File: config.mk
export PLATFORM = sky130hd
export DESIGN_NAME = gsr_status
export DESIGN_NICKNAME = d
export VERILOG_FILES = /design/src/design/gsr_pkg.sv /design/src/design/gsr_status.sv
export VERILOG_INCLUDE_DIRS = /design/src /design/src/design
export SDC_FILE = /design/constraint.sdc
export NUM_CORES = 1
export LEC_CHECK = 0
export ABC_AREA = 1
export BUFFER_PORTS_ARGS = -buffer_cell sky130_fd_sc_hd__buf_2
export CORE_MARGIN = 3
export CORE_UTILIZATION = 50
export CTS_CLUSTER_SIZE = 25
export DETAILED_ROUTE_END_ITERATION = 10
export PLACE_DENSITY = 0.8
export SYNTH_ARGS = -nofsm -noshare
export SYNTH_HDL_FRONTEND = slang
export SYNTH_SLANG_ARGS = --single-unit
File: constraint.sdc
create_clock -name REF_CLK -period 4.3 [get_ports REF_CLK]
set_input_delay 0.86 -clock REF_CLK [delete_from_list [all_inputs] [get_ports REF_CLK]]
set_output_delay 0.86 -clock REF_CLK [all_outputs]
set_load 0.05 [all_outputs]
File: src/design/gsr_regs.svh
/*
  Register offsets, field positions, reset values and timing counts of the
  bus status reporting block. Assumes a 32-bit APB with word-aligned registers.
*/
`ifndef GSR_REGS_SVH
`define GSR_REGS_SVH
// ----------------------------------------
// Offsets (byte addresses)
// ----------------------------------------
`define GSR_OFF_ADDR_STATUS 12'h000
`define GSR_OFF_EVENT_ONE 12'h004
`define GSR_OFF_EVENT_TWO 12'h008
`define GSR_OFF_OUT_TERM0 12'h010
`define GSR_OFF_IN_TERM0 12'h020
`define GSR_OFF_TERM_FLAGS0 12'h030
`define GSR_OFF_IO_TIMEOUT 12'h040
`define GSR_OFF_DMA_TIMEOUT 12'h044
`define GSR_OFF_MASK_ONE 12'h048
`define GSR_OFF_MASK_TWO 12'h04C
// ----------------------------------------
// Field positions
// ----------------------------------------
`define GSR_BIT_CONTROLLER 7
`define GSR_BIT_LISTENER 2
`define GSR_BIT_TALKER 1
`define GSR_BIT_DEVICE_CLEAR 5
`define GSR_BIT_TRIGGER 1
`define GSR_BIT_SERVICE_REQ 6
`define GSR_BIT_LOCKOUT 5
`define GSR_BIT_REMOTE 4
`define GSR_BIT_ADDR_CHANGE 0
`define GSR_BIT_TERM_LEN 1
`define GSR_BIT_TERM_EOI 0
// ----------------------------------------
// Reset values
// ----------------------------------------
`define GSR_RST_IO_TIMEOUT 16'h2710
`define GSR_RST_DMA_TIMEOUT 16'h2710
`define GSR_RST_MASK 8'h00
`endif

File: src/design/gsr_pkg.sv
/*
  Types of the bus status reporting block.
  Assumes the register header is included by the design file.
*/
package gsr_pkg;
  typedef logic [7:0] gsr_byte_t;
  typedef logic [15:0] gsr_term_t;
  typedef logic [31:0] gsr_word_t;
  typedef logic [11:0] gsr_addr_t;
endpackage

File: src/design/gsr_status.sv
/*
  Status reporting register bank of a bus interface board: address status,
  two read-to-clear event registers, terminator packing, timeout values.
  Assumes bus state inputs arrive asynchronously from the bus interface and
  an APB master on REF_CLK.
*/
`timescale 1ns/100ps
`include "gsr_regs.svh"

module gsr_status #(
  parameter int NUM_TERMS = 4
) (
  input wire logic REF_CLK, // 10 MHz clock
  input wire logic RST_N, // Synchronous reset
  input wire gsr_pkg::gsr_addr_t PADDR, // APB address
  input wire logic PSEL, // APB select
  input wire logic PENABLE, // APB enable
  input wire logic PWRITE, // APB direction
  input wire gsr_pkg::gsr_word_t PWDATA, // APB write data
  output gsr_pkg::gsr_word_t PRDATA, // APB read data
  output logic PREADY, // APB ready
  output logic PSLVERR, // APB error
  input wire logic CONTROLLER_IN, // Active controller state
  input wire logic TALKER_IN, // Addressed as talker
  input wire logic LISTENER_IN, // Addressed as listener
  input wire logic TRIGGER_IN, // Group execute trigger received
  input wire logic DEVICE_CLEAR_IN, // Device clear received
  input wire logic SERVICE_REQ_IN, // Service request line
  input wire logic LOCKOUT_IN, // Local lockout state
  input wire logic REMOTE_IN, // Remote state
  output logic IRQ // Level interrupt
);
  import gsr_pkg::*;

  initial
  begin
    if (NUM_TERMS < 1 || NUM_TERMS > 4)
      $error("NUM_TERMS must be 1 to 4");
  end

  // ----------------------------------------
  // Input synchronisers
  // ----------------------------------------
  logic [7:0] raw_in;
  logic [7:0] sync_a;
  logic [7:0] sync_b;
  logic [7:0] sync_prev;
  assign raw_in = {CONTROLLER_IN, TALKER_IN, LISTENER_IN, TRIGGER_IN,
                   DEVICE_CLEAR_IN, SERVICE_REQ_IN, LOCKOUT_IN, REMOTE_IN};

  always_ff @(posedge REF_CLK)
  begin
    if (!RST_N)
    begin
      sync_a <= 8'h00;
      sync_b <= 8'h00;
      sync_prev <= 8'h00;
    end
    else
    begin
      sync_a <= raw_in;
      sync_b <= sync_a;
      sync_prev <= sync_b;
    end
  end

  logic ctl;
  logic tlk;
  logic lsn;
  assign ctl = sync_b[7];
  assign tlk = sync_b[6];
  assign lsn = sync_b[5];

  logic trig_rise;
  logic dcl_rise;
  logic srq_rise;
  logic lok_rise;
  logic rem_rise;
  logic adr_chg;
  assign trig_rise = sync_b[4] & ~sync_prev[4];
  assign dcl_rise = sync_b[3] & ~sync_prev[3];
  assign srq_rise = sync_b[2] & ~sync_prev[2];
  assign lok_rise = sync_b[1] & ~sync_prev[1];
  assign rem_rise = sync_b[0] & ~sync_prev[0];
  assign adr_chg = sync_b[7:5] != sync_prev[7:5];

  // ----------------------------------------
  // Address status byte
  // ----------------------------------------
  gsr_byte_t addr_status;
  always_comb
  begin
    addr_status = 8'h00;
    addr_status[`GSR_BIT_CONTROLLER] = ctl;
    addr_status[`GSR_BIT_LISTENER] = lsn;
    addr_status[`GSR_BIT_TALKER] = tlk;
  end

  // ----------------------------------------
  // APB decode
  // ----------------------------------------
  logic access;
  logic rd_one;
  logic rd_two;
  logic wr;
  assign access = PSEL & PENABLE;
  assign wr = access & PWRITE;
  assign rd_one = access & ~PWRITE & (PADDR == `GSR_OFF_EVENT_ONE);
  assign rd_two = access & ~PWRITE & (PADDR == `GSR_OFF_EVENT_TWO);
  assign PREADY = 1'b1;

  // ----------------------------------------
  // Event registers
  // ----------------------------------------
  gsr_byte_t bus_event_status_one;
  gsr_byte_t bus_event_status_two;
  gsr_byte_t set_one;
  gsr_byte_t set_two;
  always_comb
  begin
    set_one = 8'h00;
    set_two = 8'h00;
    set_one[`GSR_BIT_TRIGGER] = trig_rise & ~ctl;
    set_one[`GSR_BIT_DEVICE_CLEAR] = dcl_rise;
    set_two[`GSR_BIT_SERVICE_REQ] = srq_rise & ctl;
    set_two[`GSR_BIT_LOCKOUT] = lok_rise & ~ctl;
    set_two[`GSR_BIT_REMOTE] = rem_rise & ~ctl;
    set_two[`GSR_BIT_ADDR_CHANGE] = adr_chg;
  end

  // A set in the same cycle as the clearing read survives so no event is lost
  always_ff @(posedge REF_CLK)
  begin
    if (!RST_N)
    begin
      bus_event_status_one <= 8'h00;
      bus_event_status_two <= 8'h00;
    end
    else
    begin
      bus_event_status_one <= (rd_one ? 8'h00 : bus_event_status_one) | set_one;
      bus_event_status_two <= (rd_two ? 8'h00 : bus_event_status_two) | set_two;
    end
  end

  // ----------------------------------------
  // Software-written settings
  // ----------------------------------------
  gsr_term_t out_term [NUM_TERMS];
  gsr_byte_t in_term [NUM_TERMS];
  logic [1:0] term_flags [NUM_TERMS];
  gsr_term_t io_timeout;
  gsr_term_t dma_timeout;
  gsr_byte_t mask_one;
  gsr_byte_t mask_two;

  always_ff @(posedge REF_CLK)
  begin
    if (!RST_N)
    begin
      io_timeout <= `GSR_RST_IO_TIMEOUT;
      dma_timeout <= `GSR_RST_DMA_TIMEOUT;
      mask_one <= `GSR_RST_MASK;
      mask_two <= `GSR_RST_MASK;
    end
    else if (wr)
    begin
      case (PADDR)
        `GSR_OFF_IO_TIMEOUT: io_timeout <= PWDATA[15:0];
        `GSR_OFF_DMA_TIMEOUT: dma_timeout <= PWDATA[15:0];
        `GSR_OFF_MASK_ONE: mask_one <= PWDATA[7:0];
        `GSR_OFF_MASK_TWO: mask_two <= PWDATA[7:0];
        default: ;
      endcase
    end
  end

  genvar gi;
  generate
    for (gi = 0; gi < NUM_TERMS; gi++)
    begin : g_term
      always_ff @(posedge REF_CLK)
      begin
        if (!RST_N)
        begin
          out_term[gi] <= 16'h0000;
          in_term[gi] <= 8'h00;
          term_flags[gi] <= 2'b00;
        end
        else if (wr && PADDR == `GSR_OFF_OUT_TERM0 + 12'(4 * gi))
          out_term[gi] <= PWDATA[15:0];
        else if (wr && PADDR == `GSR_OFF_IN_TERM0 + 12'(4 * gi))
          in_term[gi] <= PWDATA[7:0];
        else if (wr && PADDR == `GSR_OFF_TERM_FLAGS0 + 12'(4 * gi))
          term_flags[gi] <= PWDATA[1:0];
      end
    end
  endgenerate

  // ----------------------------------------
  // Read mux
  // ----------------------------------------
  // One-byte terminator shows only its last character; upper byte forced to zero
  function automatic gsr_term_t pack_out(input gsr_term_t t, input logic two);
    pack_out = two ? t : {8'h00, t[7:0]};
  endfunction

  gsr_word_t next_rdata;
  logic next_err;
  always_comb
  begin
    next_rdata = 32'h0000_0000;
    next_err = 1'b0;
    case (PADDR)
      `GSR_OFF_ADDR_STATUS: next_rdata = {24'h00_0000, addr_status};
      `GSR_OFF_EVENT_ONE: next_rdata = {24'h00_0000, bus_event_status_one};
      `GSR_OFF_EVENT_TWO: next_rdata = {24'h00_0000, bus_event_status_two};
      `GSR_OFF_IO_TIMEOUT: next_rdata = {16'h0000, io_timeout};
      `GSR_OFF_DMA_TIMEOUT: next_rdata = {16'h0000, dma_timeout};
      `GSR_OFF_MASK_ONE: next_rdata = {24'h00_0000, mask_one};
      `GSR_OFF_MASK_TWO: next_rdata = {24'h00_0000, mask_two};
      default: next_err = 1'b1;
    endcase
    for (int i = 0; i < NUM_TERMS; i++)
    begin
      if (PADDR == `GSR_OFF_OUT_TERM0 + 12'(4 * i))
      begin
        next_rdata = {16'h0000, pack_out(out_term[i], term_flags[i][`GSR_BIT_TERM_LEN])};
        next_err = 1'b0;
      end
      if (PADDR == `GSR_OFF_IN_TERM0 + 12'(4 * i))
      begin
        next_rdata = {24'h00_0000, in_term[i]};
        next_err = 1'b0;
      end
      if (PADDR == `GSR_OFF_TERM_FLAGS0 + 12'(4 * i))
      begin
        next_rdata = {30'h0000_0000, term_flags[i]};
        next_err = 1'b0;
      end
    end
  end

  assign PRDATA = access ? next_rdata : 32'h0000_0000;
  assign PSLVERR = access & next_err;

  // ----------------------------------------
  // Interrupt
  // ----------------------------------------
  always_ff @(posedge REF_CLK)
  begin
    if (!RST_N)
      IRQ <= 1'b0;
    else
      IRQ <= |((bus_event_status_one | set_one) & ~(rd_one ? 8'hFF : 8'h00) & mask_one)
           | |((bus_event_status_two | set_two) & ~(rd_two ? 8'hFF : 8'h00) & mask_two);
  end

  // ----------------------------------------
  // Checks
  // ----------------------------------------
  a_talker_tracks: assert property (@(posedge REF_CLK) disable iff (!RST_N)
    addr_status[`GSR_BIT_TALKER] == sync_b[6]) else $error("talker flag wrong");
  a_ctl_bit: assert property (@(posedge REF_CLK) disable iff (!RST_N)
    addr_status[`GSR_BIT_CONTROLLER] == sync_b[7] && addr_status[`GSR_BIT_LISTENER] == sync_b[5])
    else $error("address status layout wrong");
  a_trigger_sets: assert property (@(posedge REF_CLK) disable iff (!RST_N)
    trig_rise && !ctl |=> bus_event_status_one[`GSR_BIT_TRIGGER]) else $error("trigger not latched");
  a_dclear_sets: assert property (@(posedge REF_CLK) disable iff (!RST_N)
    dcl_rise |=> bus_event_status_one[`GSR_BIT_DEVICE_CLEAR]) else $error("device clear not latched");
  a_srq_ctl_only: assert property (@(posedge REF_CLK) disable iff (!RST_N)
    $rose(bus_event_status_two[`GSR_BIT_SERVICE_REQ]) |-> $past(ctl)) else $error("srq outside controller");
  a_lockout_dev: assert property (@(posedge REF_CLK) disable iff (!RST_N)
    lok_rise && !ctl |=> bus_event_status_two[`GSR_BIT_LOCKOUT]) else $error("lockout not latched");
  a_remote_dev: assert property (@(posedge REF_CLK) disable iff (!RST_N)
    $rose(bus_event_status_two[`GSR_BIT_REMOTE]) |-> $past(!ctl)) else $error("remote in controller");
  a_addr_change: assert property (@(posedge REF_CLK) disable iff (!RST_N)
    adr_chg |=> bus_event_status_two[`GSR_BIT_ADDR_CHANGE]) else $error("address change lost");
  a_read_clears: assert property (@(posedge REF_CLK) disable iff (!RST_N)
    rd_two |=> bus_event_status_two == $past(set_two)) else $error("read did not clear");
  a_flag_holds: assert property (@(posedge REF_CLK) disable iff (!RST_N)
    bus_event_status_one[`GSR_BIT_DEVICE_CLEAR] && !rd_one |=> bus_event_status_one[`GSR_BIT_DEVICE_CLEAR])
    else $error("flag dropped");
endmodule // gsr_status

* After elaboration in Yosys (flattened, before gate mapping)
Memory sizes are Yosys's and may differ from the RTL's.
Cells that the tools add are included.
W data, S select, Z words.
** Operators by class
- Muxes and demuxes :: 96
- Equal/unequal tests :: 19
- Bitwise gates (word level) :: 45
- Reductions and logical operators :: 20
** Operators with widths (count)
- $mux W32 :: 13
- $mux W16 :: 8
- $pmux W16 S7 :: 1
- $eq A12 B6 Y1 const B :: 8
- $mux W8 :: 8
- $mux W1 :: 62
- $eq A12 B5 Y1 const B :: 4
- $eq A12 B7 Y1 const B :: 4
- $and A8 B8 Y8 :: 4
- $not A8 Y8 :: 2
- $or A8 B6 Y8 :: 2
- $or A8 B7 Y8 :: 2
- $reduce_or A8 Y1 :: 2
- $and A1 B1 Y1 :: 15
- $or A1 B1 Y1 :: 13
- $eq A12 B3 Y1 const B :: 1
- $eq A12 B4 Y1 const B :: 1
- $logic_and A1 B1 Y1 :: 12
- $logic_not A12 Y1 :: 1
- $mux W2 :: 4
- $reduce_and A2 Y1 :: 4
- $not A1 Y1 :: 7
- $reduce_or A7 Y1 :: 1
- $ne A3 B3 Y1 :: 1
** Word-level totals
- Word-level logic and storage cells :: 193
- Bits in registers :: 89
- Memories kept :: 3
- Bits in writable memories :: 104
- Input port bits :: 57
- Output and inout bits :: 35
** Memory list
- out_term :: words 4, width 16, read ports 4, clocked after Yosys merged registers in 0, wr ports 4, RTL line gsr_status.sv:149 : gsr_term_t out_term [NUM_TERMS];
- in_term :: words 4, width 8, read ports 4, clocked after Yosys merged registers in 0, wr ports 4, RTL line gsr_status.sv:150 : gsr_byte_t in_term [NUM_TERMS];
- term_flags :: words 4, width 2, read ports 4, clocked after Yosys merged registers in 0, wr ports 4, RTL line gsr_status.sv:151 : logic [1:0] term_flags [NUM_TERMS];

* Logic depth before layout (Yosys ltp)
Gate-level depths: netlist of the first run.
- Depth in word-level cells :: 16
- Depth in mapped cells :: 18
- Mapped depth without buffers :: 18

* Worst setup path after synthesis of the first run
No wires, ideal clock.
- Kind :: input to output
- Start point :: input PADDR[11]
- End point :: output PRDATA[2]
- Data arrival time :: 2.718 ns
- Data required time :: 3.440 ns
- Slack :: 0.722 ns
- Stages on the path :: 12
- Buffers on the path :: 1
- Path through :: nor2_1 nand2_4 nor2_4 nand2_4 nor2_1 inv_2 buf_6 nand2_1 inv_1 nand4_1 nand2_1 a21oi_1
** On the way
- Word-level cells in the longest chain between the ends :: 15
- Elaborated cells between the ends (all ways) :: 33
- Classes of those cells :: 18 x eq/ne; 14 x mux; 1 x reduce/logical
** Ends and longest elaborated chain
- from (decl) :: RTL line gsr_status.sv:15 : input wire gsr_pkg::gsr_addr_t PADDR,
- $eq A12 B7 Y1 (tied with other cells) :: RTL line gsr_status.sv:214 : case (PADDR)
- $pmux W16 S7 :: RTL line gsr_status.sv:214
- $mux W32 :: RTL line gsr_status.sv:226 : if (PADDR == `GSR_OFF_OUT_TERM0 + 12'(4 * i))
- $mux W32 :: RTL line gsr_status.sv:231 : if (PADDR == `GSR_OFF_IN_TERM0 + 12'(4 * i))
- $mux W32 :: RTL line gsr_status.sv:236 : if (PADDR == `GSR_OFF_TERM_FLAGS0 + 12'(4 * i))
- $mux W32 :: RTL line gsr_status.sv:226
- $mux W32 :: RTL line gsr_status.sv:231
- $mux W32 :: RTL line gsr_status.sv:236
- $mux W32 :: RTL line gsr_status.sv:226
- $mux W32 :: RTL line gsr_status.sv:231
- $mux W32 :: RTL line gsr_status.sv:236
- $mux W32 :: RTL line gsr_status.sv:226
- $mux W32 :: RTL line gsr_status.sv:231
- $mux W32 (*) :: RTL line gsr_status.sv:236
- $mux W32 (*) :: RTL line gsr_status.sv:244 : assign PRDATA = access ? next_rdata : 32'h0000_0000;
- to (decl) :: RTL line gsr_status.sv:20 : output gsr_pkg::gsr_word_t PRDATA,
Mark *: on every way between the ends. The rest lies on a longest branch, timed or not.

* Worst setup path after layout of the first run
- Start point :: input PADDR[5]
- End point :: output PSLVERR
** On the way
- Word-level cells in the longest chain between the ends :: 16
- Elaborated cells between the ends (all ways) :: 34
- Classes of those cells :: 18 x eq/ne; 13 x mux; 1 x bitwise; 2 x reduce/logical
** Ends and longest elaborated chain
- $eq A12 B3 Y1 (tied with other cells) :: RTL line gsr_status.sv:214
- $reduce_or A7 Y1 (no source line)
- $mux W1 :: RTL line gsr_status.sv:214
- $mux W1 :: RTL line gsr_status.sv:226
- $mux W1 :: RTL line gsr_status.sv:231
- $mux W1 :: RTL line gsr_status.sv:236
- $mux W1 :: RTL line gsr_status.sv:226
- $mux W1 :: RTL line gsr_status.sv:231
- $mux W1 :: RTL line gsr_status.sv:236
- $mux W1 :: RTL line gsr_status.sv:226
- $mux W1 :: RTL line gsr_status.sv:231
- $mux W1 :: RTL line gsr_status.sv:236
- $mux W1 :: RTL line gsr_status.sv:226
- $mux W1 :: RTL line gsr_status.sv:231
- $mux W1 (*) :: RTL line gsr_status.sv:236
- $and A1 B1 Y1 (*) :: RTL line gsr_status.sv:245 : assign PSLVERR = access & next_err;
- to (decl) :: RTL line gsr_status.sv:22 : output logic PSLVERR,
Marks and branches as above.

==> metrics list, run 1 <==
* Outcome: complete, no violations
- Unrepaired setup endpoints after global routing: no
- Setup-violating endpoint count in the final report: 0
* Global Route Usage Sum: 22.4%
- Together, buffers and inverters on the worst path number 4.
- Worst VDD drop: 0.000280 V
- The root buffer cell chosen for the clock tree is clkbuf_16.
* Final critical path time including I/O delays and setup: 3.98 ns
- Final Hold Viols: 0
- Data on the critical path arrives at its endpoint at 3.12 ns.
- For this design the ratio of total power to cell area is 383 mW/mm^2.
- Number of buffers inserted by port buffering: 58
* Number of cells on the worst reg-to-reg path: 7
* R2r setup slk: 2.64 ns
- Pin count of the biggest net entering global routing: 42
* DIE WIDTH: 137 um
- Highest achievable clock rate: 0.251 GHz
- In this run, CTS created clock tree buffers numbering 17.
- Clock skew after layout: 0.00674 ns
- The signal on the critical path passes through buf_2, nand2_1, nor2_1, inv_1, nor2_1, inv_1, nand2_2, nor4_1, and3_1, buf_2.
- The max-slew violation total from the final report came to 0.
- The floorplan step defined a die boundary enclosing 0.0186 mm^2.
- Drt first-iter violations: 633
- Post-detailed-route count of antenna-violating nets: 0
* Boundary pin count: 92
- Hold/Removal Path Class: reg2reg
* Top Family by Delay on Critical Path: simple AND/OR/NAND/NOR gates
- Endpoint kind of the worst setup timing path: output port
- CTS-repair resized insts: 0
* Non-filler instance count after layout: 1,301
- TritonCTS clock tree: yes
* Worst reg2reg path endpoint: IRQ$_SDFF_PN0_
- Antenna cell count: 0
* Actual transition at the worst max-transition pin: 0.787 ns
- Post-synthesis async set-or-reset flop share: 0%
* Synth-to-Final Area Change: 12.2%
- Placeable core region: 0.0166 mm^2
* Number of register bits inferred by synthesis: 183
- Worst stage delay on the critical path: 0.48 ns
- Summing all flip-flop and latch instances after layout gives 0.00470 mm^2.
* # clock sinks: 183
- The post-route netlist has 13.3% of its cells at a drive strength greater than 1.
* Total half-perimeter wirelength after legalization and detailed placement: 14,200 um
* Initial core utilization: 51.2%
- First-pass GRT wire length: 32,300 um
* Number of H-tree levels: 4
- Clock insertion delay at the later pin of the skew report: 0.44 ns
- Syn Std Cell Area: 0.00852 mm^2
- Maximum buffer depth of the clock tree: 2
- Along the worst path, the maximum fanout reaches 17.
- The die is 137 um tall.
- Router iterations before antenna repair: 5
* Number of distinct library cells after synthesis: 40
* Required time at the endpoint of the critical path: 3.44 ns
* Routed length per placed instance: 15.5 um
* Critical path class: in2out
- Buffers added to address setup during post-CTS repair amount to 0.
* Layout filler cell count: 1,442
- Primary FF master, synth: edfxtp_1
* Post-synth EDFFs: 104
- Routed wire length: 20,200 um
- The worst hold path begins at sync_a[4]$_SDFF_PN0_.
* Reg-to-reg startpoint: sync_b[7]$_SDFF_PN0_
- The initialized floorplan defines 47 standard-cell rows.
- Clock input transition at the sequential cells of the worst setup and hold paths: 0.06 ns
* Total Nets Final: 1,126
- Routability-driven placement finished with a final weighted congestion of 0.922.
- Initial antenna violation count: 0
* Number of cells produced by synthesis: 1,014
* Hold worst-path end: sync_b[4]$_SDFF_PN0_
- The slowest stage of the critical path is the nor4_1 cell.
- After detailed routing, the number of vias per cell comes to 5.34.
- Number of cells on the worst hold path: 2
* Number of warnings printed during yosys synthesis: 0
- The worst pin sits at a relative slew slack of 47.5%.
- Number of remaining DRC errors: 0
* Post-Synthesis Mean Instance Area: 8.40 um^2
- The worst setup path is launched from a primary input.
- Once placement completed, the tool counted placed cells totaling 1,270.
* Register area share after synthesis: 55.2%
* Setup_tns: 0 ns
* Leak: 0.00417 uW
- Vias in the first global route: 6,545
- In this run, post-CTS hold repair placed 0 buffers.
- Number of violations of the max-capacitance limit: 0
* Remaining Overflow, GRT: 0
- Vias: 6,941
- In the final layout, the multi-input gates occupy 0.00303 mm^2.
* Period utilisation layout: 92.5%
[report_power, final]
group | internal (uW) | leakage, uW | switching, uW
combinational | 40.9 | 0.00225 | 146
sequential | 1910 | 0.00163 | 23.1
clock | 908 | 0.000296 | 637
[state kept, by name (all words and copies together) (netlist names)]
register              cells
term_flags                8
bus_event_status_one      2
sync_b                    8
out_term                 64
sync_prev                 8
IRQ                       1
mask_two                  8
sync_a                    8
dma_timeout              16
in_term                  32
mask_one                  8
io_timeout               16
bus_event_status_two      4
[metrics by stage]
| step | power (uW) | instance area, um^2 | utilization [%] | setup WS (ns) | hold WS [ns] |
|---|---|---|---|---|---|
| after global placement | 2150 | 8970 | 53.9 | 0.450 | 0.392 |
| after CTS | 3670 | 9560 | 57.5 | 0.435 | 0.411 |
| after floorplan | 2090 | 8580 | - | 0.722 | 0.390 |
| after detailed placement | 2150 | 8970 | 53.9 | 0.435 | 0.397 |
| final | 3660 | 9560 | 57.5 | 0.323 | 0.408 |
| after global routing | 3750 | 9560 | 57.5 | 0.185 | 0.433 |
[worst register-to-register path, stage by stage, from the launching register on]
cell     delay, ns
dfxtp_1       0.52
xor2_1        0.11
nor3_1        0.39
nand2_1       0.13
a21oi_1       0.17
o21ai_0       0.10
nand2_1       0.06
a21oi_1       0.06
[worst max-delay path by stage]
stage | from | end | slack [ns] | cells after the start
3_5_place_dp | PADDR[5] | PSLVERR | 0.43 | 10
6_report | PADDR[5] | PSLVERR | 0.32 | 10
2_1_floorplan | PADDR[11] | PRDATA[2] | 0.72 | 12
4_1_cts | PADDR[5] | PSLVERR | 0.44 | 10
5_1_grt | PADDR[7] | PSLVERR | 0.18 | 11
3_3_place_gp | PADDR[5] | PSLVERR | 0.45 | 10
[kinds of logic after synthesis]
kind of cell | after synthesis | synth area share, %
flops | 183 | 55.2
compound gates | 175 | 11.2
xor+xnor | 3 | 0.308
simple gates | 451 | 23.2
buf+inv | 200 | 9.93
other cells | 2 | 0.0881
[cell usage after synthesis, types with 2 or more instances]
| master | n | area, um^2 |
|---|---|---|
| nand3_1 | 43 | 215 |
| nand2_2 | 7 | 43.8 |
| nand2_1 | 179 | 672 |
| nor2_2 | 4 | 25.0 |
| nor2_1 | 168 | 631 |
| nand4_1 | 19 | 119 |
| conb_1 | 2 | 7.51 |
| buf_2 | 11 | 55.1 |
| buf_4 | 19 | 143 |
| nand2_4 | 2 | 22.5 |
| buf_1 | 2 | 7.51 |
| o21ai_0 | 70 | 350 |
| a21oi_1 | 65 | 325 |
| nor2_4 | 8 | 90.1 |
| edfxtp_1 | 104 | 3120 |
| xor2_1 | 3 | 26.3 |
| nor3_1 | 6 | 30.0 |
| nand3_2 | 3 | 30.0 |
| dfxtp_1 | 79 | 1580 |
| a31oi_1 | 9 | 56.3 |
| inv_2 | 10 | 37.5 |
| clkbuf_2 | 2 | 10.0 |
| clkinv_1 | 6 | 22.5 |
| clkbuf_1 | 19 | 71.3 |
| or2_2 | 3 | 18.8 |
| nor4_1 | 2 | 12.5 |
| nand3b_1 | 2 | 15.0 |
| o22ai_1 | 14 | 87.6 |
| o211ai_1 | 10 | 75.1 |
| inv_1 | 130 | 488 |
| a22o_1 | 4 | 35.0 |
[layer usage]
layer | vias to the layer above | routed length, um | share of wire [%] | global-route usage (%)
met5 | - | 0 | 0 | 0
met2 | 319 | 9890 | 49 | 37.5
met3 | 38 | 1670 | 8.3 | 4.89
li1 | 3386 | - | - | -
met1 | 3198 | 8200 | 41 | 28.7
met4 | 0 | 454 | 2.2 | 8.12
[area by class of cell]
type,instances,area share [%]
Clock buffer,24,5.49
Tap cell,220,2.88
Sequential cell,183,49.2
Clock inverter,7,0.680
Inverter,146,5.73
Multi-Input combinational cell,646,31.7
Timing Repair Buffer,75,4.37
[cells in the final DEF, fill, tap and decap left out, drive strengths merged]
cell type,netlist,final
a21oi,65,65
a22o,4,4
a31oi,9,9
and3,1,1
buf,33,75
bufinv,0,1
clkbuf,21,24
clkinv,6,10
clkinvlp,0,1
conb,2,17
dfxtp,79,79
edfxtp,104,104
inv,140,141
nand2,188,188
nand3,46,46
nand3b,2,2
nand4,19,19
nor2,181,181
nor3,7,7
nor3b,1,1
nor4,2,2
o211ai,10,10
o21ai,71,71
o221a,2,2
o22ai,14,14
or2,4,4
xor2,3,3
Power figures use the tool's default switching activity.
==> inputs of run 2 (changes only) <==
==> constraint.sdc (replaced) <==
create_clock -name REF_CLK -period 4.3 [get_ports REF_CLK]
set_input_delay 0.215 -clock REF_CLK [delete_from_list [all_inputs] [get_ports REF_CLK]]
set_output_delay 0.215 -clock REF_CLK [all_outputs]
set_load 0.05 [all_outputs]
==> metrics list, run 2 (same netlist as run 1, synthesis figures left out) <==
- Outcome: complete, no violations
* Max-slew violations: 0 (unchanged)
- Unrepaired setup endpoints after global routing: no
- The post-route clock period utilization was 63.7% (-29 points).
* Commonest cells after routing, fill and taps aside: nand2_1, nor2_1, inv_1
- Leaving out fill and tap cells, the most frequent cell in the layout is nand2_1.
- TritonCTS built the clock tree.
- Total Nets Final: 1,123 (-0.27%)
- Routed length per placed instance: 15.8 um (+1.7%)
* Cell row count: 47 (unchanged)
* Endpoint kind of the worst setup timing path: output port
- Vias in the first global route: 6,589 (+0.67%)
- The diode insertion count for antenna repair was 0 (unchanged).
* Met1 GRT Util: 28.3% (-0.43 points)
* Hold Crit Start: PWDATA[12]
- The highest ir drop seen on vdd came to 0.000281 V (+0.31%).
* Boundary pin count: 92 (unchanged)
* Worst Hold Margin: 0.0695 ns (-0.338 ns)
* Global Route Usage Sum: 22.4% (about the same)
- Crit path arrival time: 2.52 ns (-0.60 ns)
- The count of buffers from port buffering is 58 (unchanged).
* Busiest metal layer after global routing: met2
- Clock skew after layout: 0.00503 ns (-0.00171 ns)
- The area of the die was 0.0186 mm^2 (unchanged).
* Critical path class: in2out
* Power density over the cells: 373 mW/mm^2 (-2.5%)
- Worst setup path startpoint: PADDR[5]
* Number of violations of the max-capacitance limit: 0 (unchanged)
- The maximum number of pins on one net before global-route repair came to 60 (+43%).
- The final hold violation count came to 0 (unchanged).
* M2 GR Usage: 37.0% (-0.52 points)
* Total half-perimeter wirelength after legalization and detailed placement: 14,200 um (-0.21%)
* Number of buffers created by CTS: 17 (unchanged)
- The placer congestion estimate is 0.863 (-6.4%).
- Highest achievable clock rate: 0.365 GHz (+45%)
- The residual antenna-violating net count after detailed routing was 0 (unchanged).
- Counting flops per register, the top entry is out_term.
- STA classifies the critical path startpoint as a primary input.
- Number of H-tree levels: 4 (unchanged)
* Largest register FFs: 64 (unchanged)
* Maximum fanout count along the critical path: 17 (unchanged)
- Routed wire length: 20,500 um (+1.3%)
- Initial core utilization: 51.2% (unchanged)
- The leakage power summed over all cells was 0.00413 uW (-1.1%).
- Remaining Overflow, GRT: 0 (unchanged)
- Actual transition at the worst max-transition pin: 1.23 ns (+0.445 ns)
- The number of setup buffers added after CTS came to 0 (unchanged).
- The die height is 137 um (unchanged).
- The worst register-to-register path begins at sync_b[7]$_SDFF_PN0_.
- # clock sinks: 183 (unchanged)
- Relative to the synthesized area, the layout overhead comes to 11.5%.
- The starting DRC count in detailed routing came to 619 (-2.2%).
- The initial antenna violation count was 0 (unchanged).
- The first-pass GRT wire length was 32,200 um (-0.30%).
- Final critical path time including I/O delays and setup: 2.74 ns (-1.24 ns)
- The worst relative slew slack was 17.0% (-31 points).
* Met3 capacity usage during global routing: 5.07% (+0.18 points)
- The final sum of negative setup slack came to 0 ns (unchanged).
* Clock insertion delay at the later pin of the skew report: 0.44 ns (about the same)
- The die boundary width was 137 um (unchanged).
- Vias: 6,913 (-0.40%)
- Clock tree synthesis selected as its root buffer the cell clkbuf_16.
- Number of vias per cell after detailed routing: 5.33 (about the same)
* Hold/Removal Path Class: in2reg
- Maximum buffer depth of the clock tree: 2 (unchanged)
- The clock-pin transition on the worst setup and hold timing paths is 0.06 ns (about the same).
* Router iterations before antenna repair: 6 (+1)
* Largest registers in the final layout: out_term x64, in_term x32
- Setup-violating endpoint count in the final report: 0 (unchanged)
* Required time at the endpoint of the critical path: 4.09 ns (+0.65 ns)
- The core box area came to 0.0166 mm^2 (unchanged).
* Number of remaining DRC errors: 0 (unchanged)
* Ratio of cells with drive above 1 in the final layout: 12.2% (-1.1 points)
run 2: changes by cell type in the layout (fill, tap and decap cells not counted), sizes merged:
cell / delta
bufinv: -1
clkinvlp: -1
clkbuf: +1
dlygate4sd3: +8
inv: -1
buf: -11
run 2: final timing paths:
path,endpoint,slack (ns),cells after the start
max reg2reg,IRQ$_SDFF_PN0_,2.65,7
max,PSLVERR,1.56,10
min reg2reg,sync_b[2]$_SDFF_PN0_,0.41,2
min,dma_timeout[12]$_SDFFE_PN0P_,0.07,3
run 2: layout make-up:
class / count / area [um^2]
inverter: 146 / 548
clock buffer: 25 / 509
fill: 1458 / 7140
tap: 220 / 275
timing repair buffer: 72 / 415
sequential: 183 / 4700
clock inverter: 4 / 20.0
multi-input combinational: 646 / 3030
run 2: through the flow:
stage / setup WS, ns / std cells / util (%) / area, um^2 / power, uW
4_1_cts: 1.60 / 1296 / 57.1 / 9500 / 3550
3_3_place_gp: 1.49 / 1259 / 53.4 / 8890 / 2140
5_1_grt: 1.47 / 1296 / 57.1 / 9500 / 3640
2_1_floorplan: 1.63 / 1029 / - / 8580 / 2090
3_5_place_dp: 1.43 / 1259 / 53.4 / 8890 / 2150
6_report: 1.56 / 1296 / 57.1 / 9500 / 3550
run 2: metal layers:
layer	up-vias	wire (um)
met5	-	0
met4	0	626
met3	52	1630
met2	309	10000
met1	3172	8230
li1	3380	-
run 2: power by group:
part | internal (uW) | leakage [uW] | total, uW | switching [uW]
registers | 1910 | 0.00163 | 1930 | 24.2
logic | 42.0 | 0.00223 | 188 | 146
clock network | 810 | 0.000270 | 1430 | 617
total | 2760 | 0.00413 | 3550 | 787
run 2: critical path, stage by stage:
cell     delay (ns)
buf_2          0.13
nand2_1        0.16
nor2_1         0.14
inv_1          0.12
nor2_1         0.09
inv_1          0.37
nand2_2        0.24
nor4_1         0.49
and3_1         0.28
buf_2          0.27
run 2: timing repair:
| item | CTS | global route |
|---|---|---|
| hold buffers | 8 | 0 |
| hold endpoints to repair | 8 | 0 |
| resized for setup | 0 | 0 |
==> inputs of run 3 (changes only) <==
Clock period 4.3 ns to 2.8 ns, I/O delays scaled along.
==> metrics list, run 3 (same netlist as run 1, synthesis figures left out) <==
* Outcome: complete, no violations
* Leading cell type in the layout, fill and taps excluded: nand2_1
- Number of violations of the max-capacitance limit: 0 (unchanged)
- The final sum of negative setup slack came to 0 ns (unchanged).
- Post-CTS Repair Setup Buffers: 0 (unchanged)
* Routed length per placed instance: 15.7 um (-0.50%)
* Remaining Overflow, GRT: 0 (unchanged)
* Worst slew margin: 53.8% (+37 points)
- The number of buffers inserted for hold repair after clock tree synthesis is 8 (unchanged).
- Initial antenna violation count: 0 (unchanged)
* Commonest cells after routing, fill and taps aside: nand2_1, nor2_1, inv_1
- Ratio of cells with drive above 1 in the final layout: 13.3% (+1.1 points)
* DIE WIDTH: 137 um (unchanged)
- Hold/Removal Path Class: in2reg
- Of the available clock period, the critical path in the final layout requires 88.8%.
* Routed wire length: 20,600 um (+0.65%)
- The number of nets in the layout was 1,136 (+1.2%).
- The leakage power summed over all cells is 0.00418 uW (+1.4%).
* Total power of the final layout: 5390 uW (+52%)
* Highest achievable clock rate: 0.402 GHz
- Number of remaining DRC errors: 0 (unchanged)
* # clock sinks: 183 (unchanged)
* Maximum buffer depth of the clock tree: 2 (unchanged)
- In this run the clock root is driven by a clkbuf_16.
* Share of power burned in the clock network: 39.5% (-0.7 points)
- Routability cong.: 0.912 (+5.7%)
* Clock skew after layout: 0.00602 ns (+0.000989 ns)
- Clock insertion delay at the later pin of the skew report: 0.43 ns (about the same)
* Vias in the first global route: 6,565 (-0.36%)
* Vertical die dimension: 137 um (unchanged)
* Sort of element at the start of the critical path: primary input
- TritonCTS clock tree: yes
- Number of placed instances with taps included: 1,272 (+1.0%)
- Part of the power in registers: 55.0% (+0.5 points)
* Total half-perimeter wirelength after legalization and detailed placement: 14,400 um (+1.4%)
- The non-filler instance count after layout was 1,311 (+1.2%).
* Largest registers in the final layout: out_term x64, in_term x32
- Cell-internal power: 4180 uW (+52%)
- Fraction of power spent switching nets: 22.4% (+0.25 points)
* Initial core utilization: 51.2% (unchanged)
* Unrepaired setup endpoints after global routing: no
- The number of standard-cell rows in the floorplan was 47 (unchanged).
- Ranked by flip-flop count, first place goes to out_term.
- The flip-flop count of the largest register, all copies and words added was 64 (unchanged).
- The combinational group share of total power was 5.5% (+0.2 points).
* Synth-to-Final Area Change: 12.4%
- Final critical path time including I/O delays and setup: 2.49 ns
* Setup-violating endpoint count in the final report: 0 (unchanged)
- Drt first-iter violations: 812 (+31%)
- The H-tree level count was 4 (unchanged).
- The final hold violation count came to 0 (unchanged).
- The diode insertion count for antenna repair came to 0 (unchanged).
- The residual antenna-violating net count after detailed routing was 0 (unchanged).
- Global Route Usage Sum: 22.7% (+0.31 points)
- Power density over the cells: 563 mW/mm^2 (+51%)
- Crit path arrival time: 2.35 ns (-0.17 ns)
- The endpoint required time on the critical path was 2.66 ns (-1.43 ns).
* Boundary pin count: 92 (unchanged)
- The clock-pin transition on the worst setup and hold timing paths was 0.06 ns (about the same).
- Actual transition at the worst max-transition pin: 0.691 ns (-0.540 ns)
* CTS-repair resized insts: 0 (unchanged)
- Router iterations before antenna repair: 5 (-1)
- Endpoint kind of the worst setup timing path: output port
- Net switching power: 1210 uW (+54%)
* Die ar.: 0.0186 mm^2 (unchanged)
- The number of buffers added by the clock tree synthesis step was 17 (unchanged).
- The via count of the routed design was 6,926 (+0.19%).
- The detailed-route vias per instance is 5.28 (-0.96%).
* Number of buffers inserted by port buffering: 58 (unchanged)
- The maximum number of pins on one net before global-route repair was 44 (-27%).
- The max-slew violation total from the final report was 0 (unchanged).
- The first-pass GRT wire length was 32,700 um (+1.3%).
- Critical path class: in2out
- Maximum fanout count along the critical path: 17 (unchanged)
- Worst VDD drop: 0.000384 V (+36%)
- Placeable core region: 0.0166 mm^2 (unchanged)
[run 3: changes by cell type in the layout (fill, tap and decap cells not counted)]
| cell | previous run | this run |
|---|---|---|
| clkbuf_16 | 18 | 17 |
| inv_4 | 0 | 1 |
| clkbuf_8 | 3 | 2 |
| clkbuf_2 | 2 | 4 |
| clkbuf_1 | 2 | 3 |
| buf_4 | 6 | 19 |
[run 3: worst max-delay path, stage by stage]
cell,delay (ns)
buf_2,0.13
nand2_1,0.16
nor2_1,0.13
inv_1,0.14
nor2_1,0.09
inv_1,0.42
nand2_2,0.11
nor4_1,0.45
and3_1,0.28
buf_2,0.28
[run 3: per-stage QoR]
step / hold WS, ns / utilization, % / instance area, um^2 / setup WS, ns
final: 0.0145 / 57.6 / 9580 / 0.313
after global routing: 0.0328 / 57.6 / 9580 / 0.210
after CTS: 0.0103 / 57.6 / 9580 / 0.404
after detailed placement: 0.323 / 54.0 / 8990 / 0.413
after global placement: 0.321 / 54.0 / 8990 / 0.423
after floorplan: 0.238 / - / 8580 / 0.201
[run 3: final timing paths]
| check | start | endpoint | slack, ns | cells after the start |
|---|---|---|---|---|
| worst max-delay path | PADDR[5] | PSLVERR | 0.31 | 10 |
| worst min register to register | sync_a[5]$_SDFF_PN0_ | sync_b[5]$_SDFF_PN0_ | 0.41 | 2 |
| worst min-delay path | PWDATA[11] | dma_timeout[11]$_SDFFE_PN0P_ | 0.01 | 3 |
| worst max register to register | sync_b[7]$_SDFF_PN0_ | IRQ$_SDFF_PN0_ | 1.19 | 7 |
[run 3: cell type report]
type / count / area, um^2
Clock buffer: 26 / 484
Clock inverter: 5 / 26.3
Fill cell: 1460 / 7060
Inverter: 146 / 548
Multi-Input combinational cell: 646 / 3030
Sequential cell: 183 / 4700
Tap cell: 220 / 275
Timing Repair Buffer: 85 / 513
[run 3: layer usage]
metal | global-route usage [%] | vias to the layer above | wire length (um)
li1 | - | 3403 | -
met1 | 29.2 | 3214 | 8450
met2 | 38.2 | 267 | 10100
met3 | 4.56 | 42 | 1500
met4 | 8.40 | 0 | 551
met5 | 0 | - | 0
[run 3: power groups by stage]
stage,Clock (uW),Sequential (uW),Combinational [uW]
after floorplan,0,3010,210
after global placement,0,3020,280
after detailed placement,0,3020,285
after CTS,2140,2960,296
after global routing,2260,2970,325
final,2130,2970,298
